`src/sirq_pkg.sv`:
```
// package for the serial port interrupt flag and enable register bank
// assumes a 32-bit axi4-lite register bus and one 100 MHz clock
package sirq_pkg;
  // =====================================================
  // register byte addresses
  localparam logic [3:0] SIRQ_OFS_CH0_FLAGS = 4'h0;
  localparam logic [3:0] SIRQ_OFS_CH0_ENABLES = 4'h4;
  localparam logic [3:0] SIRQ_OFS_CH1_ENABLES = 4'h8;
  localparam logic [3:0] SIRQ_OFS_CH1_FLAGS = 4'hC;
  // =====================================================
  // field positions
  localparam int SIRQ_BIT_TX = 1;
  localparam int SIRQ_BIT_RX = 0;
  // =====================================================
  // reset values
  localparam logic [7:0] SIRQ_RST_FLAGS = 8'h02;
  localparam logic [7:0] SIRQ_RST_ENABLES = 8'h00;
  // channel 1 bits 7-4 unused, bits 3-2 serve other modules
  localparam logic [7:0] SIRQ_CH1_FOREIGN_MASK = 8'h0C;
  // channel 0 bits 7-2 belong to other modules
  localparam logic [7:0] SIRQ_CH0_FOREIGN_MASK = 8'hFC;
  localparam logic [7:0] SIRQ_OWN_MASK = 8'h03;
  // =====================================================
  // axi responses
  localparam logic [1:0] SIRQ_RESP_OKAY = 2'h0;
  localparam logic [1:0] SIRQ_RESP_SLVERR = 2'h2;

  // address match against one register offset
  function automatic logic sirq_hit(input logic [3:0] a, input logic [3:0] ofs);
    return a == ofs;
  endfunction
endpackage

```
`src/sirq_regs.sv`:
```
// axi4-lite register bank for two serial channels' interrupt flags and enables
// assumes channel events and soft resets come from logic on clk_i
`timescale 1ns/1ps
module sirq_regs
  import sirq_pkg::*;
(
  input wire logic clk_i,
  input wire logic reset_i,
  input wire logic [3:0] s_axi_awaddr_i,
  input wire logic s_axi_awvalid_i,
  output logic s_axi_awready_o,
  input wire logic [31:0] s_axi_wdata_i,
  input wire logic [3:0] s_axi_wstrb_i,
  input wire logic s_axi_wvalid_i,
  output logic s_axi_wready_o,
  output logic [1:0] s_axi_bresp_o,
  output logic s_axi_bvalid_o,
  input wire logic s_axi_bready_i,
  input wire logic [3:0] s_axi_araddr_i,
  input wire logic s_axi_arvalid_i,
  output logic s_axi_arready_o,
  output logic [31:0] s_axi_rdata_o,
  output logic [1:0] s_axi_rresp_o,
  output logic s_axi_rvalid_o,
  input wire logic s_axi_rready_i,
  input wire logic ch0_soft_reset_i,
  input wire logic ch1_soft_reset_i,
  input wire logic ch0_tx_empty_i,
  input wire logic ch0_rx_done_i,
  input wire logic ch1_tx_empty_i,
  input wire logic ch1_rx_done_i,
  input wire logic [5:0] ch0_foreign_flags_i,
  input wire logic [5:0] ch0_foreign_enables_i,
  input wire logic [1:0] ch1_foreign_i,
  output logic ch0_tx_irq_o,
  output logic ch0_rx_irq_o,
  output logic ch1_tx_irq_o,
  output logic ch1_rx_irq_o
);
  // =====================================================
  // bus state
  typedef struct packed {
    logic aw_held;
    logic [3:0] awaddr;
    logic w_held;
    logic [31:0] wdata;
    logic [3:0] wstrb;
    logic bvalid;
    logic [1:0] bresp;
    logic rvalid;
    logic [1:0] rresp;
    logic [31:0] rdata;
    logic awready;
    logic wready;
    logic arready;
  } sirq_bus_t;
  sirq_bus_t b_reg, b_next;
  // readies leave a flip-flop, so they reset high
  localparam sirq_bus_t SIRQ_BUS_RST = '{awready: 1'b1, wready: 1'b1, arready: 1'b1,
                                         default: '0};

  logic [1:0] ch0_flags, ch0_en, ch1_flags, ch1_en;
  logic do_write, lane0;
  logic we_f0, we_e0, we_e1, we_f1;
  logic [7:0] rd_byte;
  logic rd_ok, wr_ok;

  assign do_write = b_reg.aw_held & b_reg.w_held & ~b_reg.bvalid;
  assign lane0 = b_reg.wstrb[0];
  assign we_f0 = do_write & lane0 & sirq_hit(b_reg.awaddr, SIRQ_OFS_CH0_FLAGS);
  assign we_e0 = do_write & lane0 & sirq_hit(b_reg.awaddr, SIRQ_OFS_CH0_ENABLES);
  assign we_e1 = do_write & lane0 & sirq_hit(b_reg.awaddr, SIRQ_OFS_CH1_ENABLES);
  assign we_f1 = do_write & lane0 & sirq_hit(b_reg.awaddr, SIRQ_OFS_CH1_FLAGS);
  assign wr_ok = sirq_hit(b_reg.awaddr, SIRQ_OFS_CH0_FLAGS) |
                 sirq_hit(b_reg.awaddr, SIRQ_OFS_CH0_ENABLES) |
                 sirq_hit(b_reg.awaddr, SIRQ_OFS_CH1_ENABLES) |
                 sirq_hit(b_reg.awaddr, SIRQ_OFS_CH1_FLAGS);

  // =====================================================
  // channels
  sirq_chan u_ch0 (
    .clk_i(clk_i),
    .reset_i(reset_i),
    .soft_reset_i(ch0_soft_reset_i),
    .tx_empty_i(ch0_tx_empty_i),
    .rx_done_i(ch0_rx_done_i),
    .flag_we_i(we_f0),
    .flag_wdata_i(b_reg.wdata[1:0]),
    .en_we_i(we_e0),
    .en_wdata_i(b_reg.wdata[1:0]),
    .flags_o(ch0_flags),
    .enables_o(ch0_en),
    .tx_irq_o(ch0_tx_irq_o),
    .rx_irq_o(ch0_rx_irq_o)
  );
  sirq_chan u_ch1 (
    .clk_i(clk_i),
    .reset_i(reset_i),
    .soft_reset_i(ch1_soft_reset_i),
    .tx_empty_i(ch1_tx_empty_i),
    .rx_done_i(ch1_rx_done_i),
    .flag_we_i(we_f1),
    .flag_wdata_i(b_reg.wdata[1:0]),
    .en_we_i(we_e1),
    .en_wdata_i(b_reg.wdata[1:0]),
    .flags_o(ch1_flags),
    .enables_o(ch1_en),
    .tx_irq_o(ch1_tx_irq_o),
    .rx_irq_o(ch1_rx_irq_o)
  );

  // =====================================================
  // read mux
  always_comb begin
    rd_byte = 8'h00;
    rd_ok = 1'b1;
    case (s_axi_araddr_i)
      SIRQ_OFS_CH0_FLAGS: begin
        // foreign bits only mirrored, never stored here
        rd_byte = ({ch0_foreign_flags_i, 2'h0} & SIRQ_CH0_FOREIGN_MASK) |
                  ({6'h00, ch0_flags} & SIRQ_OWN_MASK);
      end
      SIRQ_OFS_CH0_ENABLES: begin
        rd_byte = ({ch0_foreign_enables_i, 2'h0} & SIRQ_CH0_FOREIGN_MASK) |
                  ({6'h00, ch0_en} & SIRQ_OWN_MASK);
      end
      SIRQ_OFS_CH1_ENABLES: begin
        rd_byte = ({4'h0, ch1_foreign_i, 2'h0} & SIRQ_CH1_FOREIGN_MASK) |
                  ({6'h00, ch1_en} & SIRQ_OWN_MASK);
      end
      SIRQ_OFS_CH1_FLAGS: begin
        rd_byte = ({4'h0, ch1_foreign_i, 2'h0} & SIRQ_CH1_FOREIGN_MASK) |
                  ({6'h00, ch1_flags} & SIRQ_OWN_MASK);
      end
      default: begin
        rd_ok = 1'b0;
      end
    endcase
  end

  // =====================================================
  // axi4-lite slave
  always_comb begin
    b_next = b_reg;
    if (s_axi_awvalid_i & ~b_reg.aw_held) begin
      b_next.aw_held = 1'b1;
      b_next.awaddr = s_axi_awaddr_i;
    end
    if (s_axi_wvalid_i & ~b_reg.w_held) begin
      b_next.w_held = 1'b1;
      b_next.wdata = s_axi_wdata_i;
      b_next.wstrb = s_axi_wstrb_i;
    end
    if (do_write) begin
      b_next.bvalid = 1'b1;
      b_next.bresp = wr_ok ? SIRQ_RESP_OKAY : SIRQ_RESP_SLVERR;
    end
    if (b_reg.bvalid & s_axi_bready_i) begin
      b_next.bvalid = 1'b0;
      b_next.aw_held = 1'b0;
      b_next.w_held = 1'b0;
    end
    if (b_reg.rvalid & s_axi_rready_i) begin
      b_next.rvalid = 1'b0;
    end
    if (s_axi_arvalid_i & ~b_reg.rvalid) begin
      b_next.rvalid = 1'b1;
      b_next.rdata = {24'h000000, rd_byte};
      b_next.rresp = rd_ok ? SIRQ_RESP_OKAY : SIRQ_RESP_SLVERR;
    end
    b_next.awready = ~b_next.aw_held;
    b_next.wready = ~b_next.w_held;
    b_next.arready = ~b_next.rvalid;
  end

  always_ff @(posedge clk_i) begin
    if (reset_i) begin
      b_reg <= SIRQ_BUS_RST;
    end else begin
      b_reg <= b_next;
    end
  end

  assign s_axi_awready_o = b_reg.awready;
  assign s_axi_wready_o = b_reg.wready;
  assign s_axi_bvalid_o = b_reg.bvalid;
  assign s_axi_bresp_o = b_reg.bresp;
  assign s_axi_arready_o = b_reg.arready;
  assign s_axi_rvalid_o = b_reg.rvalid;
  assign s_axi_rdata_o = b_reg.rdata;
  assign s_axi_rresp_o = b_reg.rresp;

  // =====================================================
  // checks
  property p_ch0_tx_set;
    @(posedge clk_i) disable iff (reset_i) ch0_tx_empty_i |=> ch0_flags[1];
  endproperty
  a_ch0_tx_set: assert property (p_ch0_tx_set) else $error("ch0 tx flag not set");
  property p_ch0_rx_set;
    @(posedge clk_i) disable iff (reset_i) ch0_rx_done_i & ~ch0_soft_reset_i |=> ch0_flags[0];
  endproperty
  a_ch0_rx_set: assert property (p_ch0_rx_set) else $error("ch0 rx flag not set");
  property p_ch0_foreign;
    @(posedge clk_i) disable iff (reset_i)
      s_axi_arvalid_i & ~b_reg.rvalid & (s_axi_araddr_i == SIRQ_OFS_CH0_FLAGS)
      |=> s_axi_rdata_o[7:2] == $past(ch0_foreign_flags_i);
  endproperty
  a_ch0_foreign: assert property (p_ch0_foreign) else $error("ch0 foreign bits altered");
  property p_ch1_en_write;
    @(posedge clk_i) disable iff (reset_i)
      we_e1 & ~ch1_soft_reset_i |=> ch1_en == $past(b_reg.wdata[1:0]);
  endproperty
  a_ch1_en_write: assert property (p_ch1_en_write) else $error("ch1 enable write lost");
  property p_ch1_rx_set;
    @(posedge clk_i) disable iff (reset_i) ch1_rx_done_i & ~ch1_soft_reset_i |=> ch1_flags[0];
  endproperty
  a_ch1_rx_set: assert property (p_ch1_rx_set) else $error("ch1 rx flag not set");
  property p_ch0_en_write;
    @(posedge clk_i) disable iff (reset_i)
      we_e0 & ~ch0_soft_reset_i |=> ch0_en == $past(b_reg.wdata[1:0]);
  endproperty
  a_ch0_en_write: assert property (p_ch0_en_write) else $error("ch0 enable write lost");
  property p_soft_reset;
    @(posedge clk_i) disable iff (reset_i)
      ch1_soft_reset_i |=> ch1_flags == 2'h2 && ch1_en[0] == 1'b0;
  endproperty
  a_soft_reset: assert property (p_soft_reset) else $error("soft reset effect missing");
  property p_irq;
    @(posedge clk_i) disable iff (reset_i) ##1 ch0_tx_irq_o == $past(ch0_flags[1] & ch0_en[1]);
  endproperty
  a_irq: assert property (p_irq) else $error("ch0 tx request mismatch");
  property p_clear;
    @(posedge clk_i) disable iff (reset_i)
      we_f1 & ~b_reg.wdata[0] & ~ch1_rx_done_i & ~ch1_soft_reset_i |=> ~ch1_flags[0];
  endproperty
  a_clear: assert property (p_clear) else $error("flag clear lost");
  property p_ch1_tx_set;
    @(posedge clk_i) disable iff (reset_i) ch1_tx_empty_i |=> ch1_flags[1];
  endproperty
  a_ch1_tx_set: assert property (p_ch1_tx_set) else $error("ch1 tx flag not set");
  property p_ch0_soft_reset;
    @(posedge clk_i) disable iff (reset_i)
      ch0_soft_reset_i |=> ch0_flags == 2'h2 && ch0_en[0] == 1'b0;
  endproperty
  a_ch0_soft_reset: assert property (p_ch0_soft_reset) else $error("ch0 srst lost");
  // read byte is captured at acceptance, so $past lines up with it
  property p_ch0_flag_read;
    @(posedge clk_i) disable iff (reset_i)
      s_axi_arvalid_i & ~b_reg.rvalid & (s_axi_araddr_i == SIRQ_OFS_CH0_FLAGS)
      |=> s_axi_rdata_o[1:0] == $past(ch0_flags);
  endproperty
  a_ch0_flag_read: assert property (p_ch0_flag_read) else $error("ch0 flag read bad");
  property p_ch0_en_read;
    @(posedge clk_i) disable iff (reset_i)
      s_axi_arvalid_i & ~b_reg.rvalid & (s_axi_araddr_i == SIRQ_OFS_CH0_ENABLES)
      |=> s_axi_rdata_o[7:0] == {$past(ch0_foreign_enables_i), $past(ch0_en)};
  endproperty
  a_ch0_en_read: assert property (p_ch0_en_read) else $error("ch0 enable read bad");
  property p_ch1_en_read;
    @(posedge clk_i) disable iff (reset_i)
      s_axi_arvalid_i & ~b_reg.rvalid & (s_axi_araddr_i == SIRQ_OFS_CH1_ENABLES)
      |=> s_axi_rdata_o[7:0] == {4'h0, $past(ch1_foreign_i), $past(ch1_en)};
  endproperty
  a_ch1_en_read: assert property (p_ch1_en_read) else $error("ch1 enable read bad");
  property p_ch1_flag_read;
    @(posedge clk_i) disable iff (reset_i)
      s_axi_arvalid_i & ~b_reg.rvalid & (s_axi_araddr_i == SIRQ_OFS_CH1_FLAGS)
      |=> s_axi_rdata_o[7:0] == {4'h0, $past(ch1_foreign_i), $past(ch1_flags)};
  endproperty
  a_ch1_flag_read: assert property (p_ch1_flag_read) else $error("ch1 flag read bad");
  property p_ch0_clear;
    @(posedge clk_i) disable iff (reset_i)
      we_f0 & ~b_reg.wdata[SIRQ_BIT_RX] & ~ch0_rx_done_i & ~ch0_soft_reset_i |=> ~ch0_flags[0];
  endproperty
  a_ch0_clear: assert property (p_ch0_clear) else $error("ch0 rx clear lost");
  property p_ch0_tx_clear;
    @(posedge clk_i) disable iff (reset_i)
      we_f0 & ~b_reg.wdata[SIRQ_BIT_TX] & ~ch0_tx_empty_i & ~ch0_soft_reset_i |=> ~ch0_flags[1];
  endproperty
  a_ch0_tx_clear: assert property (p_ch0_tx_clear) else $error("ch0 tx clear lost");
  property p_ch1_tx_clear;
    @(posedge clk_i) disable iff (reset_i)
      we_f1 & ~b_reg.wdata[SIRQ_BIT_TX] & ~ch1_tx_empty_i & ~ch1_soft_reset_i |=> ~ch1_flags[1];
  endproperty
  a_ch1_tx_clear: assert property (p_ch1_tx_clear) else $error("ch1 tx clear lost");
  property p_ch1_rx_irq;
    @(posedge clk_i) disable iff (reset_i) ##1 ch1_rx_irq_o == $past(ch1_flags[0] & ch1_en[0]);
  endproperty
  a_ch1_rx_irq: assert property (p_ch1_rx_irq) else $error("ch1 rx request mismatch");
  property p_ch0_rx_irq;
    @(posedge clk_i) disable iff (reset_i) ##1 ch0_rx_irq_o == $past(ch0_flags[0] & ch0_en[0]);
  endproperty
  a_ch0_rx_irq: assert property (p_ch0_rx_irq) else $error("ch0 rx request mismatch");
  property p_ch1_tx_irq;
    @(posedge clk_i) disable iff (reset_i) ##1 ch1_tx_irq_o == $past(ch1_flags[1] & ch1_en[1]);
  endproperty
  a_ch1_tx_irq: assert property (p_ch1_tx_irq) else $error("ch1 tx request mismatch");
  c_write: cover property (@(posedge clk_i) disable iff (reset_i) s_axi_bvalid_o & s_axi_bready_i);
  c_read: cover property (@(posedge clk_i) disable iff (reset_i) s_axi_rvalid_o & s_axi_rready_i);
  c_irq: cover property (@(posedge clk_i) disable iff (reset_i) ch1_rx_irq_o);
  c_srst: cover property (@(posedge clk_i) disable iff (reset_i) ch0_soft_reset_i);
  c_tx_irq: cover property (@(posedge clk_i) disable iff (reset_i) ch1_tx_irq_o);
endmodule

```
`src/sirq_chan.sv`:
```
// one channel: tx-empty and rx-complete flags with enables
// assumes event inputs are synchronous to clk_i
`timescale 1ns/1ps
module sirq_chan
  import sirq_pkg::*;
(
  input wire logic clk_i,
  input wire logic reset_i,
  input wire logic soft_reset_i,
  input wire logic tx_empty_i,
  input wire logic rx_done_i,
  input wire logic flag_we_i,
  input wire logic [1:0] flag_wdata_i,
  input wire logic en_we_i,
  input wire logic [1:0] en_wdata_i,
  output logic [1:0] flags_o,
  output logic [1:0] enables_o,
  output logic tx_irq_o,
  output logic rx_irq_o
);
  typedef struct packed {
    logic tx_flag;
    logic rx_flag;
    logic tx_en;
    logic rx_en;
    logic tx_irq;
    logic rx_irq;
  } sirq_chan_t;
  sirq_chan_t s_reg, s_next;

  always_comb begin
    s_next = s_reg;
    if (flag_we_i) begin
      s_next.tx_flag = flag_wdata_i[SIRQ_BIT_TX];
      s_next.rx_flag = flag_wdata_i[SIRQ_BIT_RX];
    end
    if (en_we_i) begin
      s_next.tx_en = en_wdata_i[SIRQ_BIT_TX];
      s_next.rx_en = en_wdata_i[SIRQ_BIT_RX];
    end
    // set wins over a software clear in the same cycle
    if (tx_empty_i) begin
      s_next.tx_flag = 1'b1;
    end
    if (rx_done_i) begin
      s_next.rx_flag = 1'b1;
    end
    if (soft_reset_i) begin
      s_next.rx_flag = 1'b0;
      s_next.rx_en = 1'b0;
      s_next.tx_flag = 1'b1;
    end
    // request follows the registered flag and enable, one cycle late
    s_next.tx_irq = s_reg.tx_flag & s_reg.tx_en;
    s_next.rx_irq = s_reg.rx_flag & s_reg.rx_en;
  end

  always_ff @(posedge clk_i) begin
    if (reset_i) begin
      s_reg <= '{tx_flag: SIRQ_RST_FLAGS[SIRQ_BIT_TX], rx_flag: SIRQ_RST_FLAGS[SIRQ_BIT_RX],
                 tx_en: SIRQ_RST_ENABLES[SIRQ_BIT_TX], rx_en: SIRQ_RST_ENABLES[SIRQ_BIT_RX],
                 tx_irq: 1'b0, rx_irq: 1'b0};
    end else begin
      s_reg <= s_next;
    end
  end

  assign flags_o = {s_reg.tx_flag, s_reg.rx_flag};
  assign enables_o = {s_reg.tx_en, s_reg.rx_en};
  assign tx_irq_o = s_reg.tx_irq;
  assign rx_irq_o = s_reg.rx_irq;
endmodule

```
`config.mk`:
```
export PLATFORM = sky130hd
export DESIGN_NAME = sirq_regs
export DESIGN_NICKNAME = d
export VERILOG_FILES = /design/src/sirq_pkg.sv /design/src/sirq_regs.sv /design/src/sirq_chan.sv
export SDC_FILE = /design/constraint.sdc
export NUM_CORES = 1
export LEC_CHECK = 0
export BUFFER_PORTS_ARGS = -buffer_cell sky130_fd_sc_hd__buf_2
export CAP_MARGIN = 20
export CORE_ASPECT_RATIO = 1.5
export CORE_MARGIN = 10
export CORE_UTILIZATION = 25
export CTS_BUF_LIST = sky130_fd_sc_hd__clkbuf_8
export DETAILED_ROUTE_END_ITERATION = 7
export GPL_TIMING_DRIVEN = 0
export SLEW_MARGIN = 0
export SYNTH_ARGS = -nofsm -noshare
export SYNTH_HDL_FRONTEND = slang
export SYNTH_SLANG_ARGS = --single-unit
```
`constraint.sdc`:
```
create_clock -name clk_i -period 2.88 [get_ports clk_i]
set_clock_uncertainty 0.1 [all_clocks]
set_input_delay 0.144 -clock clk_i [delete_from_list [all_inputs] [get_ports clk_i]]
set_output_delay 0.144 -clock clk_i [all_outputs]
set_load 0.02 [all_outputs]
```
==> impl_metrics.csv <==
group,metric,value,unit
global_routing,first_global_vias,1606,
timing,grt_setup_unrepaired,"false",
logic_synthesis,ys_seq_area_share,40.65,%
die,die_area,10930,um2
clock_network,clockBufferDepth,2,
logic_synthesis,synth_edf_count,0,
place,io_buffers,54,
clock_network,cts_sinks,36,
timing,worst_slack,1302,ps
logic_synthesis,avgSynthCellArea,9.282,um2
critical_path,crit_arrival,1620,ps
critical_path,cp_num_buf_inv,1,
layout,diodes,0,
worst_hold_path,worstHoldPathCells,3,
global_routing,overflow,0,
clock_network,postCtsResizedCells,0,
drt,routedWlPerCell,12.69,um
die,coreArea,6898,um2
drt,drc,0,
timing,period_needed,1578,ps
global_routing,antenna_found_initial,0,
logic_synthesis,synthArstFlopShare,0,%
critical_path,cp.required,2920,ps
logic_synthesis,syn_inst,191,
layout,drive_gt1_share,35.99,%
timing,slew_viol_final,0,
timing,fin_crit_sh,54.80,%
die,io_pins,116,
timing,slew_headroom,57.03,%
clock_network,clk_root_buffer_cell,"clkbuf_8",
timing,hold_viol_final,0,
drt,routed_wl,4.657,mm
die,die_w,88.76,um
critical_path,path_max_fanout,8,
place,place_ws,1296,ps
place,dp.cells,348,
critical_path,cp_slowest_cell,"or4b_1",
run_status,status,"finished, final reports clean",
drt,avgViaCountPerCell,4.319,
layout,final_cell_mix,"buf_2, buf_4, dfxtp_1",
pwr,max-vdd-ir-drop,0.0003617,V
timing,setup-violations-final,0,
clock_network,numCtsBuffers,5,
drt,first_pass_iters,4,
die,die_y,123.1,um
pwr,powerDensity,452.4,nW/um2
clock_network,clk_pin_slew_worst_paths,70,ps
critical_path,rr_worst_depth,4,
clock_network,cts.htree.levels,2,
critical_path,path_depth,4,
timing,tns,0,ps
worst_hold_path,hp-start,"s_axi_awaddr_i[2]",
logic_synthesis,yosysUniqueCellTypes,38,
die,start_util,25.70,%
layout,final_cells,367,
logic_synthesis,synthFlopType,"dfxtp_1",
layout,final_common_cell,"buf_2",
layout,largest_reg_flops,9,
clock_network,clk_latency,280,ps
critical_path,start_kind,"register",
layout,fin_nets,360,
logic_synthesis,yosysWarnings,0,
flow_run,cap_violations,0,
place,hpwlAfterDp,3.956,mm
critical_path,r2r_start,"s_axi_bvalid_o$_SDFFE_PP0N_",
critical_path,critical_path.startpoint,"s_axi_bvalid_o$_SDFFE_PP0N_",
timing,tightest_slew,639.6,ps
timing,max_clock_freq,633.6,MHz
worst_hold_path,min_path_type,"input port to register",
critical_path,crit_type,"register to register",
logic_synthesis,ys_seq_elements,36,
pwr,leakage,1.182,nW
layout,areaGrowthSynthToFinish,38.25,%
critical_path,max_stage_delay,510,ps
logic_synthesis,syn_area,1773,um2
clock_network,cts_tree,"built",
critical_path,crit_family,"simple AND/OR/NAND/NOR gates",
place,routabilityCongestion,0.7158,
critical_path,cp-end-kind,"register",
global_routing,grt_max_degree,11,
die,row_count,37,
global_routing,grt_use_total,8.708,%
drt,vias,1585,
critical_path,crit_chain,"or4b_1 -> clkbuf_2 -> o21ai_0 -> a311oi_1",
drt,drt_iter0_markers,14,
global_routing,grt_pass1_wl,7.583,mm
drt,antenna_left,0,
[cell families (layout without fill, tap and decap cells)]
logic type | count (synthesis) | count (layout) | share of synthesized area [%]
muxes | 15 | 15 | 8.609
and+or+nand+nor | 56 | 56 | 19.76
AOI/OAI and AO/OA | 33 | 33 | 12.35
other | 1 | 26 | 0.2115
DFF | 36 | 36 | 40.65
buffers and inverters | 50 | 123 | 18.42
[final cells by class]
cell class | instances | area [um2]
Buffer | 44 | 304.0
Inverter | 6 | 22.52
Tap cell | 78 | 97.59
Timing Repair Buffer | 66 | 390.4
Fill cell | 719 | 4447
Multi-Input combinational cell | 130 | 819.5
Clock buffer | 7 | 96.34
Sequential cell | 36 | 720.7
[routing by layer]
metal	up-vias	GRT usage [%]	share of wire [%]
met5	-	0	0
met4	0	3.347	1.7
met3	6	4.542	13
met2	65	15.14	50
met1	694	8.479	36
li1	820	-	-
[power breakdown]
| group | leakage, nW | switching, W | total (W) | internal, W |
|---|---|---|---|---|
| clock | 0.0503 | 0.000163 | 0.000376 | 0.000213 |
| sequential | 0.294 | 0.0000169 | 0.000533 | 0.000516 |
| combinational | 0.838 | 0.000106 | 0.000200 | 0.0000934 |
[metrics by stage]
step                      hold slack (ps)  utilization, %  area (um2)  power (W)
final                               6.209           35.53        2451   0.001109
after floorplan                     116.1               -        1867  0.0006769
after CTS                           2.217           35.53        2451   0.001129
after detailed placement            251.2           32.40        2235  0.0007319
after global routing                1.296           35.53        2451   0.001171
after global placement              245.5           32.40        2235  0.0007289
[final timing paths]
path,slack (ps),endpoint
setup / recovery,1300,u_ch1.flags_o[0]$_SDFFE_PP0P_
hold / removal,6,b_reg[80]$_SDFFE_PP0P_
setup reg to reg,1300,u_ch1.flags_o[0]$_SDFFE_PP0P_
hold reg to reg,360,s_axi_rdata_o[5]$_SDFFE_PP0P_
[synth_stat cells, types with 4 or more instances]
master	instances	share of area, %
a211oi_1	5	2.1
dfxtp_1	36	41
o2bb2ai_1	4	2.0
mux2i_1	13	7.3
o21ai_0	12	3.4
nor2_1	13	2.8
inv_1	6	1.3
buf_4	36	15
clkbuf_1	4	0.85
nand3_1	11	3.1
and3_1	4	1.4
a21oi_1	5	1.4
[tightest hold or removal path, stage by stage]
cell and delay [ps]:
buf_2 80, mux2i_1 50, nor2_1 70
[timing repair]
action,in CTS,in global routing
hold buffers,12,0
hold endpoints to repair,15,0
buffers inserted,0,0
Power figures use the tool's default switching activity.
